## config.mk

```make
export PLATFORM = sky130hd
export DESIGN_NAME = vpic_core
export DESIGN_NICKNAME = d
export VERILOG_FILES = /design/src/hw/vpic_core.v /design/src/hw/vpic_src_gate.v
export VERILOG_INCLUDE_DIRS = /design/src /design/src/hw
export SDC_FILE = /design/constraint.sdc
export NUM_CORES = 1
export LEC_CHECK = 0
export ABC_AREA = 1
export BUFFER_PORTS_ARGS = -buffer_cell sky130_fd_sc_hd__buf_2
export CAP_MARGIN = 25
export CORE_AREA = 2 2 136 138
export CTS_BUF_LIST = sky130_fd_sc_hd__clkbuf_4 sky130_fd_sc_hd__clkbuf_8
export CTS_CLUSTER_DIAMETER = 120
export CTS_CLUSTER_SIZE = 16
export DETAILED_ROUTE_END_ITERATION = 6
export DIE_AREA = 0 0 138 140
export GPL_ROUTABILITY_DRIVEN = 0
export PLACE_DENSITY_LB_ADDON = 0.2
export RECOVER_POWER = 50
export SLEW_MARGIN = 10
export SYNTH_ARGS = -nofsm -noshare
export SYNTH_HDL_FRONTEND = slang
export SYNTH_SLANG_ARGS = --single-unit
```

## constraint.sdc

```tcl
create_clock -name mclk -period 56.4 [get_ports mclk]
set_clock_uncertainty 0.05 [all_clocks]
set_input_delay 5.64 -clock mclk [delete_from_list [all_inputs] [get_ports mclk]]
set_output_delay 5.64 -clock mclk [all_outputs]
set_load 0.02 [all_outputs]
```

## src/hw/vpic_map.vh

```
// vpic_map.vh: constants for the vectored priority interrupt controller.
// assumes: included by bare name from the design files; definitions only.
`ifndef VPIC_MAP_VH
`define VPIC_MAP_VH

// =====================================================================
// vector table layout
`define VPIC_VECTOR_TABLE_BASE_RESET      24'h008000
`define VPIC_VEC_STRIDE      24'h000004
`define VPIC_DEBUG_ADDR      24'hFFFC00
`define VPIC_VECTOR_TABLE_BASE_ALIGN_BITS 8

// =====================================================================
// fixed vector numbers
`define VPIC_VEC_RESET     5'h00
`define VPIC_VEC_MISALIGN  5'h01
`define VPIC_VEC_NMI       5'h02
`define VPIC_VEC_COMPILER  5'h03
`define VPIC_VEC_SVD       5'h04
`define VPIC_VEC_PORT      5'h05
`define VPIC_VEC_RSVD6     5'h06
`define VPIC_VEC_CLG       5'h07
`define VPIC_VEC_RTC       5'h08
`define VPIC_VEC_T16_0     5'h09
`define VPIC_VEC_UART0     5'h0A
`define VPIC_VEC_T16_1     5'h0B
`define VPIC_VEC_SPI0      5'h0C
`define VPIC_VEC_I2C0      5'h0D
`define VPIC_VEC_PWM0      5'h0E
`define VPIC_VEC_PWM3      5'h11
`define VPIC_VEC_T16_5     5'h12
`define VPIC_VEC_UART1     5'h13
`define VPIC_VEC_T16_2     5'h14
`define VPIC_VEC_SPI1      5'h15
`define VPIC_VEC_I2C1      5'h16
`define VPIC_VEC_T16_3     5'h18
`define VPIC_VEC_T16_4     5'h1A

// =====================================================================
// level field
`define VPIC_LVL_W     3
`define VPIC_LVL_RESET 3'h0
`define VPIC_VEC_W     5
`define VPIC_NUM_VEC   32

`endif

```

## src/hw/vpic_core.v

```verilog
// vpic_core.v: vectored priority interrupt controller facing the cpu core.
// assumes: single mclk domain, synchronous high reset, peripherals give
// per-cause flags and enables, cpu takes req/level/vector every cycle.
`timescale 1ns/1ps
`include "vpic_map.vh"

module vpic_core #(
  parameter NUM_MASK = 32                       // maskable vector slots
) (
  input  wire                      mclk,          // system clock, 125 MHz
  input  wire                      rst,           // synchronous reset, high
  // fixed exception causes
  input  wire                      rst_cause,     // any reset cause pending
  input  wire                      misalign_req,  // address misaligned exception
  input  wire                      debug_req,     // debug / break request
  input  wire                      wdt_ovf,       // watchdog overflow event
  input  wire                      wdt_nmi_sel,   // 1 = watchdog gives nmi
  // peripheral cause flags and enables
  input  wire                      svd_flag,      // low supply detected
  input  wire                      svd_en,        // its enable
  input  wire                      port_flag,     // port input cause
  input  wire                      port_en,       // its enable
  input  wire [4:0]                clg_flag,      // clock generator causes
  input  wire [4:0]                clg_en,        // their enables
  input  wire [8:0]                rtc_flag,      // real-time clock causes
  input  wire [8:0]                rtc_en,        // their enables
  input  wire [5:0]                t16_flag,      // basic timer underflows, ch 0..5
  input  wire [5:0]                t16_en,        // their enables
  input  wire [13:0]               uart_flag,     // async serial, 7 per channel
  input  wire [13:0]               uart_en,       // their enables
  input  wire [7:0]                spi_flag,      // sync serial, 4 per channel
  input  wire [7:0]                spi_en,        // their enables
  input  wire [15:0]               i2c_flag,      // two-wire bus, 8 per channel
  input  wire [15:0]               i2c_en,        // their enables
  input  wire [15:0]               pwm_flag,      // pwm timers, 4 per channel
  input  wire [15:0]               pwm_en,        // their enables
  input  wire [NUM_MASK-1:0]       ext_req,       // other sources, by vector
  // level programming
  input  wire                      lvl_wr,        // write one source level
  input  wire [4:0]                lvl_sel,       // vector of that source
  input  wire [2:0]                lvl_data,      // new source_priority_level
  input  wire                      base_wr,       // write table base
  input  wire [23:0]               base_data,     // new vector_table_base
  // cpu side
  output reg                       irq,           // interrupt request
  output reg  [2:0]                irq_level,     // level of presented request
  output reg  [4:0]                irq_vector,    // vector number presented
  output reg                       nmi,           // non-maskable request
  output reg                       exc_valid,     // fixed exception present
  output reg  [23:0]               exc_addr,      // handler address to fetch
  output reg  [23:0]               vector_table_base // current table base
);

  // =====================================================================
  // per-vector request lines
  wire [NUM_MASK-1:0] line;
  wire [31:0]         slot_req;

  // vector of each channel, channel 0 in the low five bits; the timer
  // channels do not follow vector order, so one table keeps that mapping
  // and the loops below stay free of special cases
  localparam [29:0] T16_VEC  = {`VPIC_VEC_T16_5, `VPIC_VEC_T16_4, `VPIC_VEC_T16_3,
                                `VPIC_VEC_T16_2, `VPIC_VEC_T16_1, `VPIC_VEC_T16_0};
  localparam [9:0]  UART_VEC = {`VPIC_VEC_UART1, `VPIC_VEC_UART0};
  localparam [9:0]  SPI_VEC  = {`VPIC_VEC_SPI1, `VPIC_VEC_SPI0};
  localparam [9:0]  I2C_VEC  = {`VPIC_VEC_I2C1, `VPIC_VEC_I2C0};

  // each grouped peripheral folds through one gate
  // a registered gate per vector keeps the flag-to-request delay the
  // same for every peripheral source, at the cost of one cycle of latency
  vpic_src_gate #(.NUM_CAUSE(1)) u_svd (
    .mclk       (mclk),
    .rst        (rst),
    .cause_flag (svd_flag),
    .cause_en   (svd_en),
    .src_req    (slot_req[`VPIC_VEC_SVD])
  );
  vpic_src_gate #(.NUM_CAUSE(1)) u_port (
    .mclk       (mclk),
    .rst        (rst),
    .cause_flag (port_flag),
    .cause_en   (port_en),
    .src_req    (slot_req[`VPIC_VEC_PORT])
  );
  vpic_src_gate #(.NUM_CAUSE(5)) u_clg (
    .mclk       (mclk),
    .rst        (rst),
    .cause_flag (clg_flag),
    .cause_en   (clg_en),
    .src_req    (slot_req[`VPIC_VEC_CLG])
  );
  vpic_src_gate #(.NUM_CAUSE(9)) u_rtc (
    .mclk       (mclk),
    .rst        (rst),
    .cause_flag (rtc_flag),
    .cause_en   (rtc_en),
    .src_req    (slot_req[`VPIC_VEC_RTC])
  );

  // repeated channels: one gate per channel, vector taken from the tables, pwm by offset from its first vector
  genvar t;
  genvar c;
  genvar p;
  generate
    // basic timer channel to vector, one underflow each
    for (t = 0; t < 6; t = t + 1) begin : g_t16
      vpic_src_gate #(.NUM_CAUSE(1)) u_tmr (
        .mclk       (mclk),
        .rst        (rst),
        .cause_flag (t16_flag[t]),
        .cause_en   (t16_en[t]),
        .src_req    (slot_req[T16_VEC[5*t +: 5]])
      );
    end

    // async serial channels, seven causes per channel
    for (c = 0; c < 2; c = c + 1) begin : g_uart
      vpic_src_gate #(.NUM_CAUSE(7)) u_ua (
        .mclk       (mclk),
        .rst        (rst),
        .cause_flag (uart_flag[7*c +: 7]),
        .cause_en   (uart_en[7*c +: 7]),
        .src_req    (slot_req[UART_VEC[5*c +: 5]])
      );
    end

    // sync serial channels, four causes per channel
    for (c = 0; c < 2; c = c + 1) begin : g_spi
      vpic_src_gate #(.NUM_CAUSE(4)) u_sp (
        .mclk       (mclk),
        .rst        (rst),
        .cause_flag (spi_flag[4*c +: 4]),
        .cause_en   (spi_en[4*c +: 4]),
        .src_req    (slot_req[SPI_VEC[5*c +: 5]])
      );
    end

    // two-wire bus channels, eight causes per channel
    for (c = 0; c < 2; c = c + 1) begin : g_iic
      vpic_src_gate #(.NUM_CAUSE(8)) u_iic (
        .mclk       (mclk),
        .rst        (rst),
        .cause_flag (i2c_flag[8*c +: 8]),
        .cause_en   (i2c_en[8*c +: 8]),
        .src_req    (slot_req[I2C_VEC[5*c +: 5]])
      );
    end

    // pwm timers 0..3 on consecutive vectors
    for (p = 0; p < 4; p = p + 1) begin : g_pwm
      vpic_src_gate #(.NUM_CAUSE(4)) u_pwm (
        .mclk       (mclk),
        .rst        (rst),
        .cause_flag (pwm_flag[4*p +: 4]),
        .cause_en   (pwm_en[4*p +: 4]),
        .src_req    (slot_req[`VPIC_VEC_PWM0 + p])
      );
    end
  endgenerate

  // vectors 0..3 and 6 carry no maskable hardware source
  // the remaining spare slots take other sources directly
  assign slot_req[3:0] = 4'h0;
  assign slot_req[6]   = 1'b0;
  assign slot_req[23]  = ext_req[23];
  assign slot_req[25]  = ext_req[25];
  assign slot_req[31:27] = ext_req[31:27];
  assign line = slot_req[NUM_MASK-1:0];

  // =====================================================================
  // level table and base register
  reg [2:0] lvl_tab [0:NUM_MASK-1];
  integer   k;

  // one three-bit level per source, all 0 after reset
  always @(posedge mclk) begin
    if (rst) begin
      for (k = 0; k < NUM_MASK; k = k + 1) begin
        lvl_tab[k] <= `VPIC_LVL_RESET;
      end
    end else if (lvl_wr) begin
      lvl_tab[lvl_sel] <= lvl_data;
    end
  end

  // base returns to its default on reset
  // low bits stay zero so the table sits on a 256-byte boundary
  always @(posedge mclk) begin
    if (rst) begin
      vector_table_base <= `VPIC_VECTOR_TABLE_BASE_RESET;
    end else if (base_wr) begin
      vector_table_base <= {base_data[23:`VPIC_VECTOR_TABLE_BASE_ALIGN_BITS],
                            {`VPIC_VECTOR_TABLE_BASE_ALIGN_BITS{1'b0}}};
    end
  end

  // =====================================================================
  // maskable arbitration
  reg [2:0] best_lvl;
  reg [4:0] best_vec;
  reg       best_hit;
  integer   j;

  // scan from high vector down so that a strictly higher
  // level wins and equal levels settle on the smaller vector number;
  // level 0 sources are not presented since the cpu never takes them
  always @* begin
    best_lvl = 3'h0;
    best_vec = 5'h00;
    best_hit = 1'b0;
    for (j = NUM_MASK - 1; j >= 0; j = j - 1) begin
      if (line[j] && lvl_tab[j] != 3'h0 && lvl_tab[j] >= best_lvl) begin
        best_lvl = lvl_tab[j];
        best_vec = j[4:0];
        best_hit = 1'b1;
      end
    end
  end

  // the winner is recomputed every cycle, so a better cause
  // replaces the presented one while losers simply stay pending;
  // a cleared flag drops out of the scan with no interrupt
  always @(posedge mclk) begin
    if (rst) begin
      irq        <= 1'b0;
      irq_level  <= `VPIC_LVL_RESET;
      irq_vector <= 5'h00;
    end else begin
      irq        <= best_hit;
      irq_level  <= best_lvl;
      irq_vector <= best_vec;
    end
  end

  // =====================================================================
  // fixed exceptions
  reg [23:0] next_exc_addr;
  reg        next_exc_valid;
  wire       nmi_cause;

  // watchdog overflow is nmi only when software picked that action
  assign nmi_cause = wdt_ovf & wdt_nmi_sel;

  // table entries at base plus four times the vector
  // reset uses vector 0; watchdog reset rides in rst_cause
  // debug uses its own fixed address, no vector number
  always @* begin
    next_exc_valid = 1'b1;
    next_exc_addr  = vector_table_base;
    if (rst_cause) begin
      next_exc_addr = vector_table_base + `VPIC_VEC_STRIDE * `VPIC_VEC_RESET;
    end else if (misalign_req) begin
      next_exc_addr = vector_table_base + `VPIC_VEC_STRIDE * `VPIC_VEC_MISALIGN;
    end else if (debug_req) begin
      next_exc_addr = `VPIC_DEBUG_ADDR;
    end else if (nmi_cause) begin
      next_exc_addr = vector_table_base + `VPIC_VEC_STRIDE * `VPIC_VEC_NMI;
    end else begin
      next_exc_valid = 1'b0;
    end
  end

  // nmi is passed as its own line since the cpu takes it unconditionally
  always @(posedge mclk) begin
    if (rst) begin
      nmi       <= 1'b0;
      exc_valid <= 1'b0;
      exc_addr  <= `VPIC_VECTOR_TABLE_BASE_RESET;
    end else begin
      nmi       <= nmi_cause & ~rst_cause & ~misalign_req & ~debug_req;
      exc_valid <= next_exc_valid;
      exc_addr  <= next_exc_addr;
    end
  end

endmodule // vpic_core

```

## src/hw/vpic_src_gate.v

```verilog
// vpic_src_gate.v: folds one peripheral's cause flags into one request line.
// assumes: flags and enables are synchronous to mclk and held by the peripheral.
`timescale 1ns/1ps

module vpic_src_gate #(
  parameter NUM_CAUSE = 8                  // cause flags of this peripheral
) (
  input  wire                 mclk,        // system clock
  input  wire                 rst,         // synchronous reset, high
  input  wire [NUM_CAUSE-1:0] cause_flag,  // cause flags
  input  wire [NUM_CAUSE-1:0] cause_en,    // per-cause enables
  output reg                  src_req      // combined request, registered
);

  // =====================================================================
  // request gating
  // any flag that is both set and enabled raises the line
  // enabling an already set flag requests on the next edge, and clearing
  // the flag drops it, which cancels a pending request
  always @(posedge mclk) begin
    if (rst) begin
      src_req <= 1'b0;
    end else begin
      src_req <= |(cause_flag & cause_en);
    end
  end

endmodule // vpic_src_gate

```

==> results of run 1 <==
[power breakdown]
part / switching, mW / internal, mW
Sequential: 0.00371 / 0.119
Clock: 0.0414 / 0.0386
Combinational: 0.0495 / 0.0302
[critical path: cells and delay by family]
family                     cells  cell delay, ps
and+or+nand+nor               87            8670
adders and majority gates     26            7440
AOI/OAI and AO/OA             55            8030
buffers and inverters         31            2020
[cell type report]
class | count | area, sq um | share of cell area [%]
multi-input combinational | 788 | 4240 | 40.4
sequential | 146 | 3730 | 35.6
timing repair buffer | 245 | 1210 | 11.5
inverter | 171 | 642 | 6.12
tap | 229 | 287 | 2.73
clock buffer | 20 | 269 | 2.56
clock inverter | 12 | 119 | 1.13
[cells by family (layout without fill, tap and decap cells)]
group                      count (synthesis)  in the layout  synth area share [%]
buffers and inverters                    204            448                  9.44
and+or+nand+nor                          543            543                  29.9
adders and majority gates                 31             31                  4.43
DFF                                      146            146                  42.7
AOI/OAI and AO/OA                        200            200                  13.4
other                                      1             14                0.0429
[metrics by stage]
stage          setup slack, ps  hold WS, ps  area, sq um
4_1_cts                  24960          427        10600
5_1_grt                  21740          463        10500
3_3_place_gp             25030          404        10100
6_report                 24880          426        10500
3_5_place_dp             24540          405        10200
2_1_floorplan            27760          421         8790
[cells in the final DEF, fill, tap and decap left out, types with 8 or more instances in the layout]
master,synthesis,final
nand2_1,222,222
dfxtp_1,65,65
clkbuf_8,0,19
nor3_1,14,14
nor2_1,126,126
ha_1,31,31
nand4_1,12,12
buf_2,0,191
nand3_2,30,30
inv_1,162,162
o31ai_1,9,9
o21ai_0,60,60
edfxtp_1,81,81
a22o_1,8,8
nand2_4,9,9
conb_1,1,14
a21oi_1,77,77
a221oi_1,9,9
nand3_1,64,64
nand2_2,51,51
clkbuf_1,18,50
[how the worst min path moves through the flow]
stage	from	endpoint	slack [ps]	cells past startpoint
after floorplan	lvl_tab[4][0]	irq_level[0]	420	2
after global placement	vector_table_base[9]	exc_addr[9]	400	2
after detailed placement	vector_table_base[15]	exc_addr[15]	400	2
after CTS	vector_table_base[15]	exc_addr[15]	430	2
after global routing	vector_table_base[19]	vector_table_base[19]	460	2
final	vector_table_base[15]	exc_addr[15]	430	2
[sequential cells by signal (all words and copies together), names as in the netlist]
register and flops:
g_uart.u_ua.src_req 2, g_iic.u_iic.src_req 2, vector_table_base 16, u_port.src_req 1, exc_addr 18, u_clg.src_req 1, irq_level 3, u_svd.src_req 1
nmi 1, g_t16.u_tmr.src_req 6, irq 1, lvl_tab 81, irq_vector 5, u_rtc.src_req 1, g_spi.u_sp.src_req 2, g_pwm.u_pwm.src_req 4
exc_valid 1
[per-layer routing]
| layer | up-vias | GRT usage, % | share of wire (%) | routed length (um) |
|---|---|---|---|---|
| li1 | 4189 | - | - | - |
| met1 | 3560 | 24.8 | 42 | 8540 |
| met2 | 262 | 38.2 | 49 | 9960 |
| met3 | 36 | 5.47 | 6.8 | 1390 |
| met4 | 0 | 7.52 | 2.2 | 440 |
| met5 | - | 0 | 0 | 0 |
==> summary.txt, run 1 <==
Area grow syn2layout - 20.0%
Crit path kind - primary input to flip-flop
Mapped Cells - 1125
Commonest cells in the netlist - nand2_1, inv_1, nor2_1
Period Utilization, post-route - 55.9%
Die Span X - 138 um
Die Y - 140 um
Clock sinks - 146
Arr. time, crit path - 31820 ps
Post-synthesis sequential area ratio - 42.7%
Antenna Cells - 0
Clk_lat worst skew - 460 ps
RSZ-0062 raised after global routing - false
Final Util - 59.0%
Routed vias - 8047
Top-count cell post-synth - nand2_1
GRT Total Usage - 21.3%
Post-Route Setup TNS - 0 ps
R2R Path End - irq_vector[0]
Ys Warns - 0
Drt wl/cell - 12.6 um
Residual DRC count - 0
Max frequency - 31.7 MHz
# IOs - 284
Most used cell, CP - nand2_2
Core footprint - 17800 sq um
Pwr Total - 0.282 mW
Non-Filler Instances - 1611
Post-Synthesis Mean Instance Area - 7.77 sq um
Distinct cells, synth - 43
Synth top area cells - edfxtp_1, dfxtp_1, nand2_1, inv_1, nor2_1
Peak VDD IR - 15.8 uV
1st-iter DRT viols - 325
CP startpoint - ext_req[31]
Crit path capture type - flip-flop
Routed wire length - 20300 um
H-tree Lvls - 4
Top_reg_cell synth - edfxtp_1
Critical Path Sink - irq_vector[0]
Status - complete, but fails checks
Final count of negative-setup-slack endpoints - 0
Leakage power figure - 5.20 nW
TritonCTS buffer count - 17
Post-layout min period - 31520 ps
Effective utilization at floorplan - 49.2%
Max-Slew Margin vs Limit - -64.4%
Startpoint types - primary input
Worst min path class - flip-flop to flip-flop
Pre-antenna DRT Iters - 6
Post-Synthesis Cell Area - 8750 sq um
Ratio of cells with drive above 1 in the final layout - 24.2%
First-pass GRT wire length - 34000 um
Reg2reg setup slack - 29730 ps
Vias per std cell - 5.00
Vias in the first global route - 7622
Reg clk slew, reported paths - 80 ps
Hold_buf cts - 0
# resized after CTS - 0
Max FO, Critical Path - 11
Post-Place Cells - 1579
Max Cap Violations - 2
Overflow after GRT - 0
Hpwl dp - 15700 um
Post-synth ARST share - 0%
Crit-path slowest cell - ha_1
Worst Tran Pin Value - 2470 ps
Num rows - 49
CTS max path bufs - 2
Slew Limit Fails - 93
Post-route ant nets - 0
Fill cells - 1650
IO buf count - 236
Slowest stage delay, CP - 310 ps
Post-CTS setup buffer count - 0
Initial antenna violation count - 0
Synth area leader - edfxtp_1
Violated checks - max-capacitance violations, max-slew violations
Root buffer cell - clkbuf_8
R2r worst-path depth - 200
Final layout net count - 1625
Final Hold Viols - 0
EDFF count, synth - 81
RR Startpoint - lvl_tab[31][2]
Share of the synthesized area in the top cell type - 27.8%
Largest net degree at the start of global routing - 52
CTS tree - yes
Number of synthesized register bits - 146
Pwr/cell area - 26.9 nW/um^2
Worst EP required - 56710 ps
Total die area - 19300 sq um
(Power assumes the default switching activity.)
==> inputs of run 2 (changes only) <==
ABC_AREA = 0   (was 1)
CORE_AREA = 2 2 144 146   (was 2 2 136 138)
DIE_AREA = 0 0 146 148   (was 0 0 138 140)
clock period = 25.7 ns   (was 56.4 ns; I/O delays follow)
==> run 2 against run 1 <==
  * The flow finishes with violations (max-capacitance violations, max-slew violations, negative setup slack)
  * Synthesized cell count down 0.98%
  * Routed wire length is 47% higher
  * Sequential share of layout area down 9.6 points
  * Non-clock buffer count grew 245
  * Register-to-register slack got worse by 36000 ps
  * Sequential cell count did not move
  * Cell area up 37%
  * Clock power is 130% higher
  * Global-route usage rose by 5.1 points
  * Final cell count up 17%
  * Largest power group is now combinational cells
==> summary.txt, run 2 <==
Total die area - 21600 sq um (+12%)
Worst EP required - 26030 ps (-30680 ps)
Worst Tran Pin Value - 2910 ps (+448 ps)
Max FO, Critical Path - 4 (-7)
Effective utilization at floorplan - 48.4% (-0.76 points)
Hold_buf cts - 0 (unchanged)
Commonest non-fill, non-tap cell in the layout - buf_4
Max reg flops - 81 (unchanged)
Routed wire length - 30000 um (+47%)
Register name with the most flops - lvl_tab
Crit path kind - primary input to flip-flop
Placed Area - 12800 sq um (+26%)
EDFF count, synth - 81 (unchanged)
Max layer used - met4
Clock sinks - 146 (unchanged)
Top Registers - lvl_tab x81, exc_addr x18, vector_table_base x16
Post-Layout Inst Area - 14400 sq um (+37%)
IO buf count - 236 (unchanged)
Met2 wire len - 15100 um (+51%)
Final count of negative-setup-slack endpoints - 9 (+9)
Share of the synthesized area in the top cell type - 25.1% (-2.7 points)
TritonCTS buffer count - 17 (unchanged)
Post-synth ARST share - 0% (unchanged)
Num rows - 52 (+6.1%)
Post-synthesis mux area share - 2.66% (+2.7 points)
Top_reg_cell synth - edfxtp_1
Reg2reg setup slack - -6330 ps (-36060 ps)
Violated checks - max-capacitance violations, max-slew violations, negative setup slack
Peak VDD IR - 44.6 uV (+180%)
Worst min path class - flip-flop to flip-flop
H-tree Lvls - 4 (unchanged)
Max frequency - 29.6 MHz
Synth Area in Simple Gates - 26.6% (-3.3 points)
1st-iter DRT viols - 609 (+87%)
Top-count cell post-synth - nor2_1
Startpoint types - primary input
Arr. time, crit path - 34110 ps (+2290 ps)
Synth area leader - edfxtp_1
Vias in the first global route - 10.0k (+31%)
Synth Area in Compound Gates - 23.8% (+10 points)
Largest net degree at the start of global routing - 65 (+25%)
Crit path capture type - flip-flop
Post-Synthesis Cell Area - 9700 sq um (+11%)
Largest family of logic cells by synthesized area - simple AND/OR/NAND/NOR gates
Post-route ant nets - 0 (unchanged)
CTS tree - yes
Area grow syn2layout - 48.0%
Ratio of cells with drive above 1 in the final layout - 43.4% (+19 points)
Reg clk slew, reported paths - 100 ps (+20 ps)
Synth top area cells - edfxtp_1, dfxtp_1, and2_1, nor2_1, ha_1
Post-Synthesis Mean Instance Area - 8.71 sq um (+12%)
# IOs - 284 (unchanged)
Max Cap Violations - 1 (-1)
RSZ-0062 raised after global routing - true
Mapped Cells - 1114 (-0.98%)
Post-synthesis adder-cell area fraction - 4.53% (+0.091 points)
Root buffer cell - clkbuf_8
Max-Slew Margin vs Limit - -94.3% (-30 points)
Setup slack after layout - -8080 ps (-32960 ps)
Overflow after GRT - 0 (unchanged)
Status - complete, but fails checks
Slew Limit Fails - 65 (-30%)
Most frequent cells in the layout - buf_4, buf_2, nor2_1
Detailed route wirelength on metal3 - 1760 um (+27%)
Pre-antenna DRT Iters - 6 (unchanged)
Period Utilization, post-route - 131%
Ys Warns - 0 (unchanged)
Pwr/cell area - 56.3 nW/um^2 (+110%)
Post-layout min period - 33780 ps
Hold Slack - 443 ps (+17.1 ps)
Core footprint - 20000 sq um (+13%)
CTS max path bufs - 2 (unchanged)
Hpwl dp - 21100 um (+34%)
Commonest cells in the netlist - nor2_1, and2_1, nand2_1
XOR/XNOR Fraction of Synth Area - 0% (unchanged)
Number of synthesized register bits - 146 (unchanged)
Vias per std cell - 5.55 (+11%)
Most used cell, CP - buf_4
Distinct cells, synth - 86 (+100%)
Die Span X - 146 um (+5.8%)
GRT Total Usage - 26.4% (+5.1 points)
Residual DRC count - 0 (unchanged)
Drt wl/cell - 16.0 um (+26%)
Crit-path slowest cell - or4_1
Initial antenna violation count - 1 (+1)
Post-synthesis sequential area ratio - 38.5% (-4.2 points)
Slowest stage delay, CP - 460 ps (+150 ps)
Clk_lat worst skew - 470 ps (about the same)
Leakage power figure - 6.35 nW (+22%)
Final Hold Viols - 0 (unchanged)
Met1 wire length - 12300 um (+43%)
Die Y - 148 um (+5.7%)
Final layout net count - 1851 (+14%)
First-pass GRT wire length - 46300 um (+36%)
Routed vias - 10.4k (+30%)
-- run 2: cell types whose count changed in the layout (fill, tap and decap cells not counted), moves of 34 or more --
cell / previous run / this run
a21oi_1: 77 / 36
and2_1: 2 / 72
buf_4: 1 / 248
inv_1: 162 / 45
nand2_1: 222 / 76
nand2_2: 51 / 7
nand3_1: 64 / 29
o21ai_0: 60 / 26
-- run 2: metal layers --
metal	vias up	GRT usage (%)
met1	4928	31.5
met2	387	47.1
met4	0	10.2
met3	75	5.03
li1	5038	-
met5	-	0
-- run 2: timing repair --
item,4_1_cts,5_1_grt
gates resized for setup,53,54
endpoints found under the setup margin,9,9
buffers inserted,71,17
pin swaps,97,48
-- run 2: critical path: cells and delay by family --
family / cells / cell delay, ps
compound gates: 70 / 11250
fa+ha+maj: 27 / 6950
buf+inv: 24 / 2990
mux: 7 / 2240
simple gates: 67 / 8090
-- run 2: cells by family after synthesis --
| family | count (synthesis) |
|---|---|
| compound gates | 315 |
| fa+ha+maj | 36 |
| buf+inv | 86 |
| flops | 146 |
| mux | 25 |
| other cells | 1 |
| simple gates | 505 |
-- run 2: cell type report --
type | instances | area [sq um]
multi-input cells | 895 | 6630
fillers | 1539 | 5680
flip-flops and latches | 146 | 3730
repair buffers | 490 | 3070
well taps | 270 | 338
clock buffers | 17 | 234
clock inverters | 15 | 176
inverters | 45 | 169
diodes | 1 | 2.50
-- run 2: final timing paths --
| path | from | end | cells past startpoint |
|---|---|---|---|
| hold / removal | vector_table_base[15] | exc_addr[15] | 1 |
| hold reg to reg | vector_table_base[15] | exc_addr[15] | 1 |
| setup reg to reg | lvl_tab[31][0] | irq_vector[4] | 194 |
| setup / recovery | ext_req[31] | irq_vector[4] | 195 |
-- run 2: where the power goes --
group          total, mW  leakage [nW]  internal, mW  switching (mW)
clock              0.187         0.210        0.0755           0.112
combinational      0.346          4.83         0.184           0.162
sequential         0.275          1.31         0.262          0.0139
-- run 2: stage by stage --
step | TNS [ps] | worst slack [ps] | total power, mW | cells | util, %
final | -71700 | -8080 | 0.809 | 1879 | 71.7
after detailed placement | -77950 | -8790 | 0.563 | 1758 | 64.0
after CTS | -68060 | -7650 | 0.784 | 1861 | 69.9
after global placement | -71040 | -8000 | 0.556 | 1758 | 64.0
after floorplan | -63380 | -7190 | 0.458 | 1127 | -
after global routing | -86790 | -9750 | 0.851 | 1879 | 71.7
==> inputs of run 3 (changes only) <==
ABC_AREA = 1   (was 0)
CORE_AREA = 2 2 138 140   (was 2 2 144 146)
DIE_AREA = 0 0 140 142   (was 0 0 146 148)
==> run 3 against run 2 <==
  * The run ends with design-rule violations left
  * Setup slack better by 9000 ps
  * Die area is 8.0% lower
  * Via count is 17% lower
  * Highest routed layer unchanged
  * Critical path type unchanged
  * Power is 13% lower
  * Largest power group is now registers
  * Global-route usage is 4.9 points lower
==> summary.txt, run 3 (synthesized netlist as in run 1, its figures left out) <==
Max Cap Violations - 0 (-1)
CTS max path bufs - 2 (unchanged)
Num rows - 50 (-3.8%)
Effective utilization at floorplan - 47.4% (-1.0 points)
Clock sinks - 146 (unchanged)
Buf+Inv Stages, Crit Path - 30 (+25%)
TritonCTS buffer count - 17 (unchanged)
Residual DRC count - 14 (+14)
RSZ-0062 raised after global routing - true
Post-Layout Inst Area - 12100 sq um (-16%)
Pwr/cell area - 58.4 nW/um^2 (+3.7%)
Max-Slew Margin vs Limit - 35.2% (+130 points)
Post-layout min period - 24820 ps (-8960 ps)
Most used cell, CP - nand2_2
Multi-input gate area - 4890 sq um (-26%)
Power share of the combinational group - 36.8% (-6.0 points)
Reg clk slew, reported paths - 90 ps (about the same)
Arr. time, crit path - 25180 ps (-8930 ps)
Register area - 3730 sq um (unchanged)
Root buffer cell - clkbuf_8
Startpoint types - primary input
Ratio of cells with drive above 1 in the final layout - 39.5% (-4.0 points)
Crit-path slowest cell - ha_1
Hold Slack - 420 ps (-22.5 ps)
Pwr Total - 0.706 mW (-13%)
Slowest stage delay, CP - 310 ps (-150 ps)
Met3 GRT Util - 5.52% (+0.49 points)
Most frequent cells in the layout - buf_2, nand2_1, inv_1
Peak VDD IR - 38.4 uV (-14%)
Worst Tran Pin Value - 967 ps (-1950 ps)
Max FO, Critical Path - 6 (+2)
Commonest non-fill, non-tap cell in the layout - buf_2
Met2 global-route usage - 38.0% (-9.1 points)
Total die area - 19900 sq um (-8.0%)
1st-iter DRT viols - 416 (-32%)
Clk_lat worst skew - 470 ps (about the same)
Top Registers - lvl_tab x81, exc_addr x18, vector_table_base x16
Final Hold Viols - 0 (unchanged)
Antenna Cells - 0 (-1)
Slew Limit Fails - 0 (-100%)
Crit path kind - primary input to flip-flop
Final count of negative-setup-slack endpoints - 0 (-9)
Period Utilization, post-route - 96.6% (-35 points)
IO buf count - 236 (unchanged)
Pre-antenna DRT Iters - 7 (+1)
Power Internal - 0.458 mW (-12%)
Clock power share - 25.0% (+1.8 points)
Crit-path leading delay family - simple AND/OR/NAND/NOR gates
Status - complete, but fails checks
Vias in the first global route - 7518 (-25%)
Die Y - 142 um (-4.1%)
Drt wl/cell - 13.4 um (-16%)
Reg power frac - 38.2% (+4.1 points)
Core footprint - 18500 sq um (-7.9%)
First-pass GRT wire length - 34100 um (-27%)
Area grow syn2layout - 38.2%
CTS tree - yes
GRT Total Usage - 21.5% (-4.9 points)
Violated checks - design-rule violations
# IOs - 284 (unchanged)
Most Crowded Layer GR - met2
Routed wire length - 23200 um (-23%)
Max frequency - 40.3 MHz (+36%)
Switching share of power - 35.2% (-0.46 points)
Vias per std cell - 5.00 (-9.9%)
Crit path capture type - flip-flop
Post-route ant nets - 0 (unchanged)
Overflow after GRT - 0 (unchanged)
Register name with the most flops - lvl_tab
Placed Area - 10800 sq um (-15%)
Max reg flops - 81 (unchanged)
Initial antenna violation count - 0 (-1)
Die Span X - 140 um (-4.1%)
Switching power - 0.248 mW (-14%)
Leakage power figure - 5.86 nW (-7.7%)
Final layout net count - 1741 (-5.9%)
Hpwl dp - 16400 um (-22%)
Routed vias - 8656 (-17%)
Worst min path class - flip-flop to flip-flop
M1 GR Usage - 25.3% (-6.2 points)
H-tree Lvls - 4 (unchanged)
Worst EP required - 26060 ps (+30 ps)
Fill cells - 1526 (-0.84%)
Largest net degree at the start of global routing - 52 (-20%)
[run 3: routing by layer]
layer,vias to the layer above,routed length [um]
met5,-,0
met4,0,563
met3,36,1320
met2,227,11900
met1,3956,9420
li1,4437,-
[run 3: power by group through the flow]
stage	clock, mW	sequential [mW]	combinational, mW
after global routing	0.190	0.272	0.286
after CTS	0.180	0.269	0.213
final	0.177	0.270	0.260
after detailed placement	0	0.274	0.204
after global placement	0	0.274	0.198
after floorplan	0	0.280	0.123
[run 3: final cells by class]
cell class / count / area share, %
clock buffers: 17 / 1.94
flip-flops and latches: 146 / 30.9
inverters: 171 / 5.35
repair buffers: 361 / 17.8
well taps: 234 / 2.42
clock inverters: 15 / 1.18
multi-input cells: 788 / 40.5
[run 3: path summary, 6_finish.rpt]
| kind | from | end | slack [ps] | depth (start not counted) |
|---|---|---|---|---|
| hold reg to reg | vector_table_base[11] | exc_addr[11] | 420 | 2 |
| setup / recovery | ext_req[31] | irq_level[0] | 880 | 212 |
| hold / removal | vector_table_base[11] | exc_addr[11] | 420 | 2 |
| setup reg to reg | lvl_tab[31][0] | irq_level[0] | 2540 | 213 |
[run 3: per-stage QoR]
stage	cells	setup TNS [ps]	worst slack (ps)	utilization [%]
final	1732	0	884	65.5
after global routing	1732	-7430	-854	65.5
after CTS	1698	0	14.5	61.4
after detailed placement	1666	-15540	-1810	58.8
after global placement	1663	-12240	-1470	58.3
after floorplan	1138	0	126	-
[run 3: worst reg2reg max path, delay by kind of cell, from the launching register on]
kind,cells,cell delay (ps)
simple gates,108,9000
buf+inv,29,1670
fa+ha+maj,26,7160
compound gates,50,4870
flops,1,380
[run 3: what timing repair did]
item                       4_1_cts  5_1_grt
pin swaps                       12      139
hold buffers                     0        0
setup endpoints to repair        9        9
setup buffers                    0       35
resized for setup               53      157
